## src/viu_pkg.sv

```systemverilog
// Package of constants and types for the vectored interrupt unit
package viu_pkg;

  // ----------------------------------------------------------------
  // Sizes
  // ----------------------------------------------------------------
  localparam int unsigned VIU_CHANNELS  = 22;
  localparam int unsigned VIU_SLOTS     = 16;
  localparam int unsigned VIU_CHAN_W    = 5;
  localparam int unsigned VIU_SLOT_W    = 4;
  localparam int unsigned VIU_ADDR_W    = 32;

  // ----------------------------------------------------------------
  // Channel numbers
  // ----------------------------------------------------------------
  localparam int unsigned VIU_CH_WATCHDOG  = 0;
  localparam int unsigned VIU_CH_SOFTWARE  = 1;
  localparam int unsigned VIU_CH_DBG_RX    = 2;
  localparam int unsigned VIU_CH_DBG_TX    = 3;
  localparam int unsigned VIU_CH_TIMER0    = 4;
  localparam int unsigned VIU_CH_TIMER1    = 5;
  localparam int unsigned VIU_CH_SERIAL0   = 6;
  localparam int unsigned VIU_CH_SERIAL1   = 7;
  localparam int unsigned VIU_CH_PWM       = 8;
  localparam int unsigned VIU_CH_TWOWIRE0  = 9;
  localparam int unsigned VIU_CH_SYNC_SER  = 10;
  localparam int unsigned VIU_CH_BUF_SER   = 11;
  localparam int unsigned VIU_CH_PLL       = 12;
  localparam int unsigned VIU_CH_RTC       = 13;
  localparam int unsigned VIU_CH_EXT0      = 14;
  localparam int unsigned VIU_CH_ADC0      = 18;
  localparam int unsigned VIU_CH_TWOWIRE1  = 19;
  localparam int unsigned VIU_CH_BROWNOUT  = 20;
  localparam int unsigned VIU_CH_ADC1      = 21;

  // ----------------------------------------------------------------
  // Reset values
  // ----------------------------------------------------------------
  localparam logic [VIU_CHANNELS-1:0] VIU_RST_MASK  = 22'h000000;
  localparam logic [VIU_ADDR_W-1:0]   VIU_RST_ADDR  = 32'h00000000;
  localparam logic [VIU_CHAN_W-1:0]   VIU_RST_CHAN  = 5'h00;

  // ----------------------------------------------------------------
  // Types
  // ----------------------------------------------------------------
  typedef struct packed {
    logic                   enable;
    logic [VIU_CHAN_W-1:0]  channel;
    logic [VIU_ADDR_W-1:0]  address;
  } viu_slot_t;

  // Software write port for the channel settings and default address; slots are written through viu_slot_wr_t
  typedef struct packed {
    logic                    write;
    logic [VIU_CHANNELS-1:0] chanEnable;
    logic [VIU_CHANNELS-1:0] fastSelect;
    logic [VIU_CHANNELS-1:0] softRequest;
    logic [VIU_ADDR_W-1:0]   defaultAddr;
  } viu_cfg_t;

  typedef struct packed {
    logic                   write;
    logic [VIU_SLOT_W-1:0]  slot;
    viu_slot_t              data;
  } viu_slot_wr_t;

  typedef struct packed {
    logic [VIU_CHANNELS-1:0] rawStatus;
    logic [VIU_CHANNELS-1:0] fastStatus;
    logic [VIU_CHANNELS-1:0] normalStatus;
    logic [VIU_ADDR_W-1:0]   vectorAddr;
    logic                    vectorHit;
    logic [VIU_SLOT_W-1:0]   vectorSlot;
  } viu_status_t;

endpackage

```

## src/vectored_interrupt_unit.sv

```systemverilog
// Vectored interrupt unit: classifies, prioritises and reports requests
`timescale 1ns/1ps

// Summary of operation
// Each line is fast, vectored or non-vectored, per run-time software settings.
// Fast requests outrank every vectored and non-vectored request.
// All active fast-class lines are ORed into one fast output.
// A status word shows which fast-class sources are requesting now.
// Sixteen vectored slots; software may point any slot at any line.
// Slot 0 has the highest vectored priority, slot 15 the lowest.
// Vectored requests rank above non-vectored ones, which rank lowest.
// Normal output is asserted while any vectored or non-vectored request is active.
// Vector address returns the address of the best active vectored slot.
// With no vectored slot active, vector address returns the default address.
// A status word shows which normal-class requests are active.
// Each peripheral drives one request line combining its own flags.
// Channel 0 watchdog, 1 software only, 2 and 3 debug receive/transmit.
// Channels 4 and 5 carry the two timers' combined match/capture requests.
// Channels 6 and 7 carry the two asynchronous serial port requests.
// Channel 8 carries the pulse-width modulator request.
// Channels 9, 10, 11: two-wire bus 0, sync serial, buffered serial.
// Channel 12 carries pll lock, channel 13 the real-time clock.
// Channels 14 to 17 carry external requests zero to three in order.
// Channels 18 to 21: converter 0, two-wire bus 1, brown-out, converter 1.
// Disabled channels affect no output, vector or active status; raw stays visible.
// All settings are clocked registers cleared by reset to disabled, unassigned.
module vectored_interrupt_unit
  import viu_pkg::*;
#(
  parameter int unsigned SLOTS = VIU_SLOTS
) (
  input  wire logic         sys_clk,
  input  wire logic         nrst,
  input  wire logic         watchdogTimeoutFlag,
  input  wire logic         debugChannelReceive,
  input  wire logic         debugChannelTransmit,
  input  wire logic [1:0]   timerRequest,
  input  wire logic [1:0]   serialRequest,
  input  wire logic         pwmRequest,
  input  wire logic [1:0]   twoWireRequest,
  input  wire logic         syncSerialRequest,
  input  wire logic         bufSerialRequest,
  input  wire logic         pllLockFlag,
  input  wire logic         rtcRequest,
  input  wire logic [3:0]   externalRequest,
  input  wire logic [1:0]   adcRequest,
  input  wire logic         brownOutDetector,
  input  viu_cfg_t          cfgWrite,
  input  viu_slot_wr_t      slotWrite,
  output logic              fastRequest,
  output logic              normalRequest,
  output viu_status_t       status
);

  // ----------------------------------------------------------------
  // State
  // ----------------------------------------------------------------
  typedef struct packed {
    logic [VIU_CHANNELS-1:0] sync1;
    logic [VIU_CHANNELS-1:0] sync2;
    logic [VIU_CHANNELS-1:0] chanEnable;
    logic [VIU_CHANNELS-1:0] fastSelect;
    logic [VIU_CHANNELS-1:0] softRequest;
    logic [VIU_ADDR_W-1:0]   defaultAddr;
    viu_slot_t [SLOTS-1:0]   slots;
    logic                    fastOut;
    logic                    normalOut;
    viu_status_t             stat;
  } viu_state_t;

  viu_state_t stateQ;
  viu_state_t stateD;

  // ----------------------------------------------------------------
  // Request line map
  // ----------------------------------------------------------------
  // Peripheral lines come from other clocks or pins, so they are synchronised
  logic [VIU_CHANNELS-1:0] pinLines;

  always_comb begin
    pinLines                   = '0;
    pinLines[VIU_CH_WATCHDOG]  = watchdogTimeoutFlag;
    pinLines[VIU_CH_SOFTWARE]  = 1'b0;
    pinLines[VIU_CH_DBG_RX]    = debugChannelReceive;
    pinLines[VIU_CH_DBG_TX]    = debugChannelTransmit;
    pinLines[VIU_CH_TIMER0]    = timerRequest[0];
    pinLines[VIU_CH_TIMER1]    = timerRequest[1];
    pinLines[VIU_CH_SERIAL0]   = serialRequest[0];
    pinLines[VIU_CH_SERIAL1]   = serialRequest[1];
    pinLines[VIU_CH_PWM]       = pwmRequest;
    pinLines[VIU_CH_TWOWIRE0]  = twoWireRequest[0];
    pinLines[VIU_CH_SYNC_SER]  = syncSerialRequest;
    pinLines[VIU_CH_BUF_SER]   = bufSerialRequest;
    pinLines[VIU_CH_PLL]       = pllLockFlag;
    pinLines[VIU_CH_RTC]       = rtcRequest;
    pinLines[VIU_CH_EXT0+3:VIU_CH_EXT0] = externalRequest;
    pinLines[VIU_CH_ADC0]      = adcRequest[0];
    pinLines[VIU_CH_TWOWIRE1]  = twoWireRequest[1];
    pinLines[VIU_CH_BROWNOUT]  = brownOutDetector;
    pinLines[VIU_CH_ADC1]      = adcRequest[1];
  end

  // ----------------------------------------------------------------
  // Next state
  // ----------------------------------------------------------------
  logic [VIU_CHANNELS-1:0] rawLines;
  logic [VIU_CHANNELS-1:0] activeLines;
  logic [VIU_CHANNELS-1:0] fastLines;
  logic [VIU_CHANNELS-1:0] normalLines;
  logic                    hit;
  logic [VIU_SLOT_W-1:0]   hitSlot;
  logic [VIU_ADDR_W-1:0]   hitAddr;

  always_comb begin
    stateD = stateQ;

    stateD.sync1 = pinLines;
    stateD.sync2 = stateQ.sync1;

    // Software settings may change at any time
    if (cfgWrite.write) begin
      stateD.chanEnable  = cfgWrite.chanEnable;
      stateD.fastSelect  = cfgWrite.fastSelect;
      stateD.softRequest = cfgWrite.softRequest;
      stateD.defaultAddr = cfgWrite.defaultAddr;
    end
    if (slotWrite.write && (int'(slotWrite.slot) < SLOTS)) begin
      stateD.slots[slotWrite.slot] = slotWrite.data;
    end

    // Software-raised lines ride on top of hardware lines
    rawLines    = stateQ.sync2 | stateQ.softRequest;
    activeLines = rawLines & stateQ.chanEnable;
    fastLines   = activeLines & stateQ.fastSelect;
    normalLines = activeLines & ~stateQ.fastSelect;

    // Highest slot scanned first so slot 0 overrides everything
    hit     = 1'b0;
    hitSlot = '0;
    hitAddr = stateQ.defaultAddr;
    for (int i = SLOTS - 1; i >= 0; i--) begin
      if (stateQ.slots[i].enable &&
          (int'(stateQ.slots[i].channel) < VIU_CHANNELS) &&
          normalLines[stateQ.slots[i].channel]) begin
        hit     = 1'b1;
        hitSlot = VIU_SLOT_W'(i);
        hitAddr = stateQ.slots[i].address;
      end
    end

    stateD.fastOut             = |fastLines;
    stateD.normalOut           = |normalLines;
    stateD.stat.rawStatus      = rawLines;
    stateD.stat.fastStatus     = fastLines;
    stateD.stat.normalStatus   = normalLines;
    stateD.stat.vectorAddr     = hitAddr;
    stateD.stat.vectorHit      = hit;
    stateD.stat.vectorSlot     = hitSlot;
  end

  // ----------------------------------------------------------------
  // Registers
  // ----------------------------------------------------------------
  always_ff @(posedge sys_clk or negedge nrst) begin
    if (!nrst) begin
      stateQ             <= '0;
      stateQ.chanEnable  <= VIU_RST_MASK;
      stateQ.fastSelect  <= VIU_RST_MASK;
      stateQ.softRequest <= VIU_RST_MASK;
      stateQ.defaultAddr <= VIU_RST_ADDR;
      for (int i = 0; i < SLOTS; i++) begin
        stateQ.slots[i].enable  <= 1'b0;
        stateQ.slots[i].channel <= VIU_RST_CHAN;
        stateQ.slots[i].address <= VIU_RST_ADDR;
      end
    end else begin
      stateQ <= stateD;
    end
  end

  // Fast wins by being a separate core input; core masks normal while in fast
  assign fastRequest   = stateQ.fastOut;
  assign normalRequest = stateQ.normalOut;
  assign status        = stateQ.stat;

endmodule

```

## config.mk

```make
export PLATFORM = sky130hd
export DESIGN_NAME = vectored_interrupt_unit
export DESIGN_NICKNAME = d
export VERILOG_FILES = /design/src/viu_pkg.sv /design/src/vectored_interrupt_unit.sv
export SDC_FILE = /design/constraint.sdc
export NUM_CORES = 1
export LEC_CHECK = 0
export ABC_AREA = 0
export BUFFER_PORTS_ARGS = -buffer_cell sky130_fd_sc_hd__buf_2
export CELL_PAD_IN_SITES_DETAIL_PLACEMENT = 1
export CELL_PAD_IN_SITES_GLOBAL_PLACEMENT = 1
export CORE_MARGIN = 5
export CORE_UTILIZATION = 51
export CTS_BUF_LIST = sky130_fd_sc_hd__clkbuf_4 sky130_fd_sc_hd__clkbuf_8
export DETAILED_ROUTE_END_ITERATION = 10
export PLACE_DENSITY_LB_ADDON = 0.1
export SLEW_MARGIN = 20
export SYNTH_ARGS = -nofsm -noshare
export SYNTH_HDL_FRONTEND = slang
export SYNTH_SLANG_ARGS = --single-unit
```

## constraint.sdc

```tcl
create_clock -name sys_clk -period 3.9 [get_ports sys_clk]
set_input_delay 0.975 -clock sys_clk [delete_from_list [all_inputs] [get_ports sys_clk]]
set_output_delay 0.975 -clock sys_clk [all_outputs]
set_load 0.1 [all_outputs]
```

* Word level (Yosys, flattened, before mapping)
Index checks and enable logic that the tools add are counted.
** Cells by class
- Multiplexer cells :: 83
- $lt $le $gt $ge :: 34
- Bitwise logic cells :: 5
- Reduce and logical (&&, ||, !) cells :: 35
** Operators with widths (count)
- 608-bit bitwise mux :: 1
- 32-bit 2-to-1 mux :: 16
- 38-bit demux with 4-bit select :: 1
- 5-bit by 6-bit < comparator with 1-bit output (second input constant) :: 16
- 1-bit binary-select mux with 5-bit select :: 16
- 5-bit < comparator (second input constant) :: 16
- 22-bit AND :: 3
- 4-bit 2-to-1 mux :: 16
- 22-bit OR reduction :: 2
- 38-bit 2-to-1 mux :: 1
- 1-bit logical AND :: 33
- 1-bit 2-to-1 mux :: 32
- 22-bit inverter :: 1
- 22-bit bitwise OR :: 1
- 4-bit by 5-bit < comparator with 1-bit output (second input constant) :: 1
- 4-bit by 1-bit greater-or-equal comparator with 1-bit output (second input constant) :: 1
** Storage, ports and cells
- Output and inout bits :: 105
- Input port bits :: 165
- Flip-flop bits (word level) :: 853
- Word-level logic and storage cells :: 219

* Logic depth before layout (Yosys ltp)
Gate-level depths: netlist of the first run.
- Word-level depth :: 22
- Gate-level depth with buffers :: 15

* Worst setup path before layout of the first run
No wires, ideal clock.
- Path type :: register -> register
- Start :: register stateQ[755] (netlist name)
- End :: register stateQ (netlist bit status[34])
- Path buffers :: 3
- Required time :: 3.776 ns
- Stages on the path, launching flop included :: 15
- Arrival :: 2.970 ns
- Path slack :: 0.806 ns
- Library setup time :: 0.124 ns
- Cell sequence :: dfrtp_1 -> or2_4 -> nand3_2 -> inv_2 -> buf_6 -> mux4_2 -> or4b_4 -> o311ai_4 -> or2_1 -> buf_4 -> buf_6 -> a2111oi_0 -> o31ai_1 -> a31oi_1 -> a211o_1
** Between the ends
- Word-level cells in the longest chain between the ends :: 22
** RTL lines
- start: declaration :: line vectored_interrupt_unit.sv:71 : viu_state_t stateQ;
- start signal: assignment :: line vectored_interrupt_unit.sv:177 : stateQ <= stateD;
- 22-bit bitwise OR * :: line vectored_interrupt_unit.sv:132 : rawLines = stateQ.sync2 | stateQ.softRequest;
- net rawLines[10] :: line vectored_interrupt_unit.sv:106 : logic [VIU_CHANNELS-1:0] rawLines;
- 22-bit AND * :: line vectored_interrupt_unit.sv:133 : activeLines = rawLines & stateQ.chanEnable;
- 22-bit AND * :: line vectored_interrupt_unit.sv:135 : normalLines = activeLines & ~stateQ.fastSelect;
- net normalLines[10] :: line vectored_interrupt_unit.sv:109 : logic [VIU_CHANNELS-1:0] normalLines;
- 1-bit binary-select mux with 5-bit select :: line vectored_interrupt_unit.sv:144 : normalLines[stateQ.slots[i].channel]) begin
- 1-bit 2-to-1 mux (not written as such) :: line vectored_interrupt_unit.sv:144
- 1-bit logical AND :: line vectored_interrupt_unit.sv:143 : (int'(stateQ.slots[i].channel) < VIU_CHANNELS) &&
- 32-bit 2-to-1 mux (15 in a row) :: line vectored_interrupt_unit.sv:142 : if (stateQ.slots[i].enable &&
- 32-bit 2-to-1 mux * :: line vectored_interrupt_unit.sv:142
- net hitAddr[29] :: line vectored_interrupt_unit.sv:112 : logic [VIU_ADDR_W-1:0] hitAddr;
The timed path passes the listed nets; every way through them passes the cells marked *. The select of a mux whose other input is x is not followed.
A chain may end at the register's enable or synchronous reset.

* Worst setup path in the final report of the first run
- Start :: register stateQ[762] (netlist name)
- End :: register stateQ (netlist bit status[15])
The elaborated chain is that of the path after synthesis.

==> key figures, run 1 <==
Power
  – PnR Total Power: 0.0325 W
  – Switch share: 0.383
  – Proportion of power drawn by flip-flops and latches: 0.375
  – Worst VDD drop: approximately 0.00074 V
  – Gate power share: 0.357
  – Power share of the clock group: 0.268
  – Internal: ~0.02 W
  – Net Sw Power: 0.0125 W
  – Power Dens Cells: 699 mW/mm^2
  – Leakage Power: 20.7 nW

Yosys
  – FF+latch count, synth: 853
  – Most used DFF post-synth: dfrtp_1
  – Number of synthesized flops with an enable pin: 0
  – Largest area contributor in the netlist: dfrtp_1
  – Most area-consuming cells after synthesis: dfrtp_1 (53%), mux2_2 (19%), mux4_2 (2.3%)
  – Post-Syn Area: 0.0400 sq mm
  – Asr flop ratio synth: 1.00
  – Mapped Cells: 3284
  – Syn Area/Cell: ~12 sq um
  – Top cell type's share of synthesized area: 0.534
  – Register area share after synthesis: 0.534
  – Synth Net Count: 3449
  – Count of cell types in the netlist: 81
  – Yosys warns: 0

Setup path
  – Crit Path Max Fanout: 11
  – WP data required: 4.55 ns
  – CP startpoint kind: register
  – Worst Path Arrival: 4.55 ns
  – Reg2Reg Launch Point: stateQ[762]
  – Setup CP Type: reg -> reg
  – Reg2Reg Setup Slack: -0.009 ns
  – Element type at the critical path end: register
  – Crit path from: stateQ[762]

STA
  – Hold slack: 0.237 ns
  – Final WS setup: -0.00898 ns
  – Setup Skew: around 0.037 ns
  – Final setup TNS: -0.00898 ns
  – FMAX: ~260 MHz
  – Minimum clock period: 3.91 ns
  – Final Slew Violations: 0
  – Worst slew pin tran: ~0.8 ns
  – Final Hold Vio Count: 0
  – Fin crit share: 1.00
  – Worst slew margin: 0.461
  – RSZ-0062 raised after global routing: false
  – Final Setup Violations: 1

CTS
  – Clock sink count: approximately 850
  – Cts-stage hold buffer count: 0
  – Num CTS Buffers: 148
  – H-tree levels: 4
  – Worst-Skew Late Latency: 0.81 ns
  – Reg clk slew, reported paths: around 0.06 ns
  – Root buf cell: clkbuf_8
  – CTS tree: yes
  – Max Root-Sink Buffers: 3

Flow run
  – Maxcap violations: 0

GRT
  – Initial antenna violation count: 6
  – Number of global-route vias before repair: 33300
  – Grt ovf: 0
  – Pin count of the biggest net entering global routing: ~120
  – First-pass GRT wire length: 219 mm
  – Total track usage: 0.341

Layout
  – Layout cells sized above 1: 0.430
  – Filler Cells Inserted: 7921
  – Multi-input logic area: 0.0167 sq mm
  – Register area: 0.0213 sq mm
  – Final Non-Filler Cells: 4744
  – Final Net Count: 3758
  – Area growth from synthesis to layout: 16.5%

Detailed routing
  – # DRC: 0
  – Wire length per cell: 30.7 microns
  – Final ANT Viol Nets: 0
  – Via count: approximately 30000
  – Routed vias/inst: 6.34
  – Routed WL: around 150 mm
  – TritonRoute pass-1 iters: 5
  – Initial DRC Count: 2326

Floorplan
  – Die ar.: about 0.084 sq mm
  – Die height: 290 microns
  – # rows: 102
  – I/O pins: 270
  – Starting Density: 0.515
  – Die width: around 290 microns
  – Core Footprint: between 0.07 and 0.08 sq mm

Min path
  – Hold Crit Class: in -> async

Placed design
  – Routability Congestion: 0.978
  – Pre-CTS setup slack: -0.383 ns
  – PortBufs: roughly 270
  – HPWL after detailed placement: ~100 mm
  – Placed cell count: 4484

Run status
  – Failing checks: setup timing
  – Run status: complete, but fails checks
-- path summary, 6_finish.rpt --
path | end | cells past startpoint
min in group sys_clk | stateD[828] | 1
max in group asynchronous | status[44] | 2
worst max-delay path | status[15] | 14
worst max register to register | status[15] | 14
worst min-delay path | stateQ[481] | 1
worst min register to register | stateQ[824] | 0
-- logic make-up after synthesis --
logic type	count (synthesis)	synth area share
buf+inv	448	0.0544
mux	752	0.224
simple gates	601	0.0741
flops	853	0.534
compound gates	630	0.113
-- metrics by stage --
stage,utilization,cell area [sq um]
2_1_floorplan,-,40000
3_3_place_gp,0.557,43200
3_5_place_dp,0.557,43200
4_1_cts,0.599,46500
5_1_grt,0.600,46500
6_report,0.600,46500
-- final cells by class --
class | instances | area share
multi-input cells | 1983 | 0.359
inverters | 83 | 0.00680
clock inverters | 24 | 0.00521
flip-flops and latches | 853 | 0.459
clock buffers | 236 | 0.0627
diodes | 1 | 0.0000538
well taps | 1040 | 0.0280
repair buffers | 524 | 0.0799
-- routing by layer --
layer  wire, microns  track usage  part of all wire  up-vias
li1                -            -                 -    12600
met1           55100        0.404              0.38    15900
met2           74200        0.593              0.51     1133
met5              47            0           0.00032        -
met3            6920       0.0560             0.047      460
met4            9630        0.193             0.066        6
-- critical path: stages, from the launching register on --
cell and delay [ns]:
dfrtp_1 0.40, or2_1 0.25, nand3_1 0.27, inv_2 0.24, mux4_2 0.50, a221o_1 0.30, nand4b_1 0.19, buf_4 0.22
a21oi_2 0.06, buf_12 0.20, buf_12 0.15, buf_4 0.16, buf_4 0.14, a221oi_1 0.50, a31oi_1 0.15
-- cells in the mapped netlist, drive strengths merged (43+ instances only) --
cell,instances
dfrtp,853
a2111oi,43
mux2,672
nor3,95
nor2,195
a21oi,71
a31oi,66
nand2,107
inv,81
o21ai,134
buf,174
mux4,45
clkbuf,191
-- sequential cells by signal, summed over array words and instances, names as in the netlist --
signal	flops
stateQ	727
status	103
normalRequest	1
stateD	21
fastRequest	1
-- placed cells by master (no fill, tap or decap), drive strengths merged, types with 21 or more instances in the layout --
cell,Yosys,routed
a2111oi,43,43
a211o,34,34
a21oi,71,71
a221oi,34,34
a22oi,35,35
a31oi,66,66
buf,174,524
clkbuf,191,236
dfrtp,853,853
inv,81,89
mux2,672,672
mux2i,35,35
mux4,45,45
nand2,107,107
nand3,32,32
nor2,195,195
nor3,95,95
nor3b,27,27
nor4,25,25
o211ai,25,25
o21ai,134,134
or2,28,28
or3,21,21
-- power by group through the flow --
stage          clock network, W  registers [W]  logic [W]
4_1_cts                 0.00886         0.0122     0.0115
3_3_place_gp                  0         0.0121     0.0111
3_5_place_dp                  0         0.0123     0.0114
6_report                0.00871         0.0122     0.0116
2_1_floorplan                 0         0.0116    0.00768
5_1_grt                 0.00933         0.0124     0.0122
-- what timing repair did --
item | in CTS | in global routing
pin swaps | 4 | 1
gates resized for setup | 16 | 20
setup buffers | 0 | 0
setup endpoints to repair | 21 | 28
Power figures use the tool's default switching activity.
==> inputs of run 2 (changes only) <==
ABC_AREA = 1   (was 0)
CORE_UTILIZATION = 48   (was 51)
==> key figures, run 2 <==
Setup path
  – Crit Path Max Fanout: 30 (+19)
  – Element type at the critical path end: register
  – Crit path buffers/inverters: 3 (-3)
  – Worst Path Arrival: 4.33 ns (-0.22 ns)
  – Setup CP Type: reg -> reg
  – CP startpoint kind: register
  – CP cell instances: inv_1 -> nand2_2 -> nand2_1 -> nor2_4 -> inv_2 -> o21ai_0 -> o21ai_0 -> o211ai_1 -> nand3_2 -> nand2_2 -> buf_4 -> a21oi_1 -> nand2_1 -> nand2_1 -> nand2_1 -> nand2_1 -> nand2_1 -> nand2_1 -> nand2_1 -> nand2_1 -> nand2_1 -> nand2_1
  – WP data required: 4.62 ns (+0.07 ns)
  – CP max stage cell: nand2_2
  – Path length in cells of the critical path: 22 (+8)
  – Top cell family by delay on the critical path: simple AND/OR/NAND/NOR gates
  – Path depth of the worst reg2reg path: 22 (+8)
  – Most used cell, CP: nand2_1
  – Crit path largest cell delay: 0.54 ns (+0.04 ns)

Layout
  – Commonest non-fill, non-tap cell in the layout: nand2_1
  – Area growth from synthesis to layout: 12.0%
  – Layout cells sized above 1: 0.158 (-0.273)
  – Final Non-Filler Cells: 6401 (+35%)
  – Largest register FFs: 727 (unchanged)
  – Util after Layout: 0.540 (-0.0594)
  – Final Net Count: 5309 (+41%)
  – Filler Cells Inserted: 10300 (+30%)
  – Largest Register: stateQ
  – Most frequent cells in the layout: nand2_1 (1436), dfrtp_1 (853), o21ai_0 (706)

Yosys
  – Number of synthesized flops with an enable pin: 0 (unchanged)
  – Asr flop ratio synth: 1.00 (unchanged)
  – Mapped Cells: 5048 (+54%)
  – Most numerous cell in the Yosys netlist: nand2_1
  – Register area share after synthesis: 0.521 (-0.0131)
  – Count of cell types in the netlist: 53 (-35%)
  – Largest area contributor in the netlist: dfrtp_1
  – Syn Area/Cell: 8.11 sq um (-33%)
  – Top cell type's share of synthesized area: 0.521 (-0.0131)
  – Yosys warns: 0 (unchanged)
  – Post-Syn Area: 0.0410 sq mm (+2.5%)
  – Most area-consuming cells after synthesis: dfrtp_1 (52%), nand2_1 (13%), o21ai_0 (8.6%)
  – Synth Net Count: 5213 (+51%)
  – FF+latch count, synth: 853 (unchanged)
  – Most used DFF post-synth: dfrtp_1
  – Synth cell count leaders: nand2_1 (1443), dfrtp_1 (853), o21ai_0 (706), inv_1 (391), nor2_1 (322)

GRT
  – First-pass GRT wire length: 212 mm (-3.2%)
  – Grt ovf: 0 (unchanged)
  – Number of global-route vias before repair: 36800 (+11%)
  – Pin count of the biggest net entering global routing: 115 (unchanged)
  – Total track usage: 0.298 (-0.0437)
  – Initial antenna violation count: 8 (+2)

Min path
  – Hold Crit Class: in -> async

Placed design
  – Placed cell count: 6135 (+37%)
  – HPWL after detailed placement: 90.1 mm (-12%)
  – PortBufs: 269 (unchanged)
  – Routability Congestion: 0.895 (-8.4%)

Floorplan
  – Die height: 302 microns (+4.2%)
  – Starting Density: 0.483 (-0.0324)
  – # rows: 107 (+4.9%)
  – Die ar.: 0.0913 sq mm (+8.6%)
  – I/O pins: 270 (unchanged)
  – Core Footprint: 0.0849 sq mm (+9.4%)
  – Die width: 302 microns (+4.2%)

STA
  – FMAX: 277 MHz (+8.3%)
  – Final Setup Violations: 0 (-1)
  – Minimum clock period: 3.61 ns (-0.299 ns)
  – Fin crit share: 0.926 (-0.0767)
  – Worst slew pin tran: 0.981 ns (+0.173 ns)
  – Worst slew margin: 0.346 (-0.115)
  – Final Hold Vio Count: 0 (unchanged)
  – Final Slew Violations: 0 (unchanged)
  – Setup Skew: 0.0307 ns (-0.00609 ns)

Power
  – Power Dens Cells: 672 mW/mm^2 (-3.8%)
  – Power share of the clock group: 0.282 (+0.014)
  – Internal: 0.0184 W (-8.3%)
  – Leakage Power: 22.7 nW (+9.9%)
  – Gate power share: 0.337 (-0.020)
  – Net Sw Power: 0.0124 W (-0.15%)
  – Proportion of power drawn by flip-flops and latches: 0.381 (+0.006)
  – Switch share: 0.403 (+0.0204)
  – Worst VDD drop: 0.000422 V (-43%)

Detailed routing
  – Routed vias/inst: 5.52 (-13%)
  – # DRC: 0 (unchanged)
  – Wire length per cell: 21.2 microns (-31%)
  – Routed WL: 136 mm (-6.9%)
  – Via count: 35300 (+17%)
  – Final ANT Viol Nets: 0 (unchanged)
  – TritonRoute pass-1 iters: 7 (+2)
  – Initial DRC Count: 2411 (+3.7%)

CTS
  – Post-CTS setup buffer count: 0 (unchanged)
  – Reg clk slew, reported paths: 0.06 ns (about the same)
  – CTS tree: yes
  – Max Root-Sink Buffers: 3 (unchanged)
  – Num CTS Buffers: 151 (+2.0%)
  – H-tree levels: 4 (unchanged)
  – Cts-stage hold buffer count: 0 (unchanged)
  – Clock sink count: 853 (unchanged)
  – Cts repair resizes: 0 (-16)
  – Worst-Skew Late Latency: 0.85 ns (+0.04 ns)
  – Root buf cell: clkbuf_8

Flow run
  – Maxcap violations: 0 (unchanged)

Run status
  – Run status: complete, no violations
run 2: cell count changes after synthesis, sizes merged, moves of 66 or more:
cell,previous run,this run
a21oi,71,234
nand2,107,1476
nand3,32,190
mux2,672,53
nor3,95,29
nor2,195,332
o21ai,134,726
inv,81,418
run 2: per-layer routing:
| layer | GRT usage | share of wire | routed length (microns) | vias to the layer above |
|---|---|---|---|---|
| li1 | - | - | - | 16400 |
| met5 | 0 | 0 | 0 | - |
| met4 | 0.118 | 0.036 | 4880 | 0 |
| met1 | 0.362 | 0.41 | 55000 | 17800 |
| met3 | 0.0392 | 0.041 | 5590 | 273 |
| met2 | 0.537 | 0.52 | 70300 | 882 |
run 2: cell families (layout without fill, tap and decap cells):
family,count (synthesis),after routing,synth area share
AO/OA/AOI/OAI,1098,1098,0.144
AND/OR/NAND/NOR,2180,2180,0.224
buffers and inverters,864,1065,0.0962
flip-flops,853,853,0.521
other,0,8,0
multiplexers,53,53,0.0146
run 2: worst paths after layout:
path | slack [ns] | end | from
setup reg to reg | 0.29 | status[21] | stateQ[821]
min in group sys_clk | 0.25 | stateD[831] | brownOutDetector
setup / recovery | 0.29 | status[21] | stateQ[821]
hold / removal | 0.17 | stateQ[688] | nrst
hold reg to reg | 0.34 | stateQ[815] | stateD[815]
max in group asynchronous | 2.72 | normalRequest | nrst
run 2: metrics by stage:
step | total power (W) | hold WS (ns) | instance area [sq um] | worst slack, ns | setup TNS, ns
5_1_grt | 0.0327 | 0.167 | 45900 | -0.00638 | -0.00638
2_1_floorplan | 0.0193 | 0.331 | 41000 | 1.58 | 0
4_1_cts | 0.0311 | 0.118 | 45900 | 0.303 | 0
6_report | 0.0308 | 0.167 | 45900 | 0.290 | 0
3_5_place_dp | 0.0223 | 0.337 | 42700 | 0.321 | 0
3_3_place_gp | 0.0220 | 0.333 | 42700 | 0.380 | 0
run 2: final cells by class:
class | instances | area (sq um) | share of cell area
Multi-Input combinational cell | 3331 | 15800 | 0.344
Sequential cell | 853 | 21300 | 0.465
Clock buffer | 240 | 3020 | 0.0657
Tap cell | 1144 | 1430 | 0.0312
Inverter | 424 | 1590 | 0.0347
Timing Repair Buffer | 383 | 2590 | 0.0565
Antenna cell | 8 | 20.0 | 0.000436
Clock inverter | 18 | 116 | 0.00254
run 2: power by group through the flow:
stage	registers [W]	clock network, W	logic, W
floorplan	0.0114	0	0.00786
global placement	0.0118	0	0.0102
detailed placement	0.0119	0	0.0104
CTS	0.0117	0.00887	0.0105
global route	0.0119	0.00929	0.0115
finish	0.0117	0.00869	0.0104
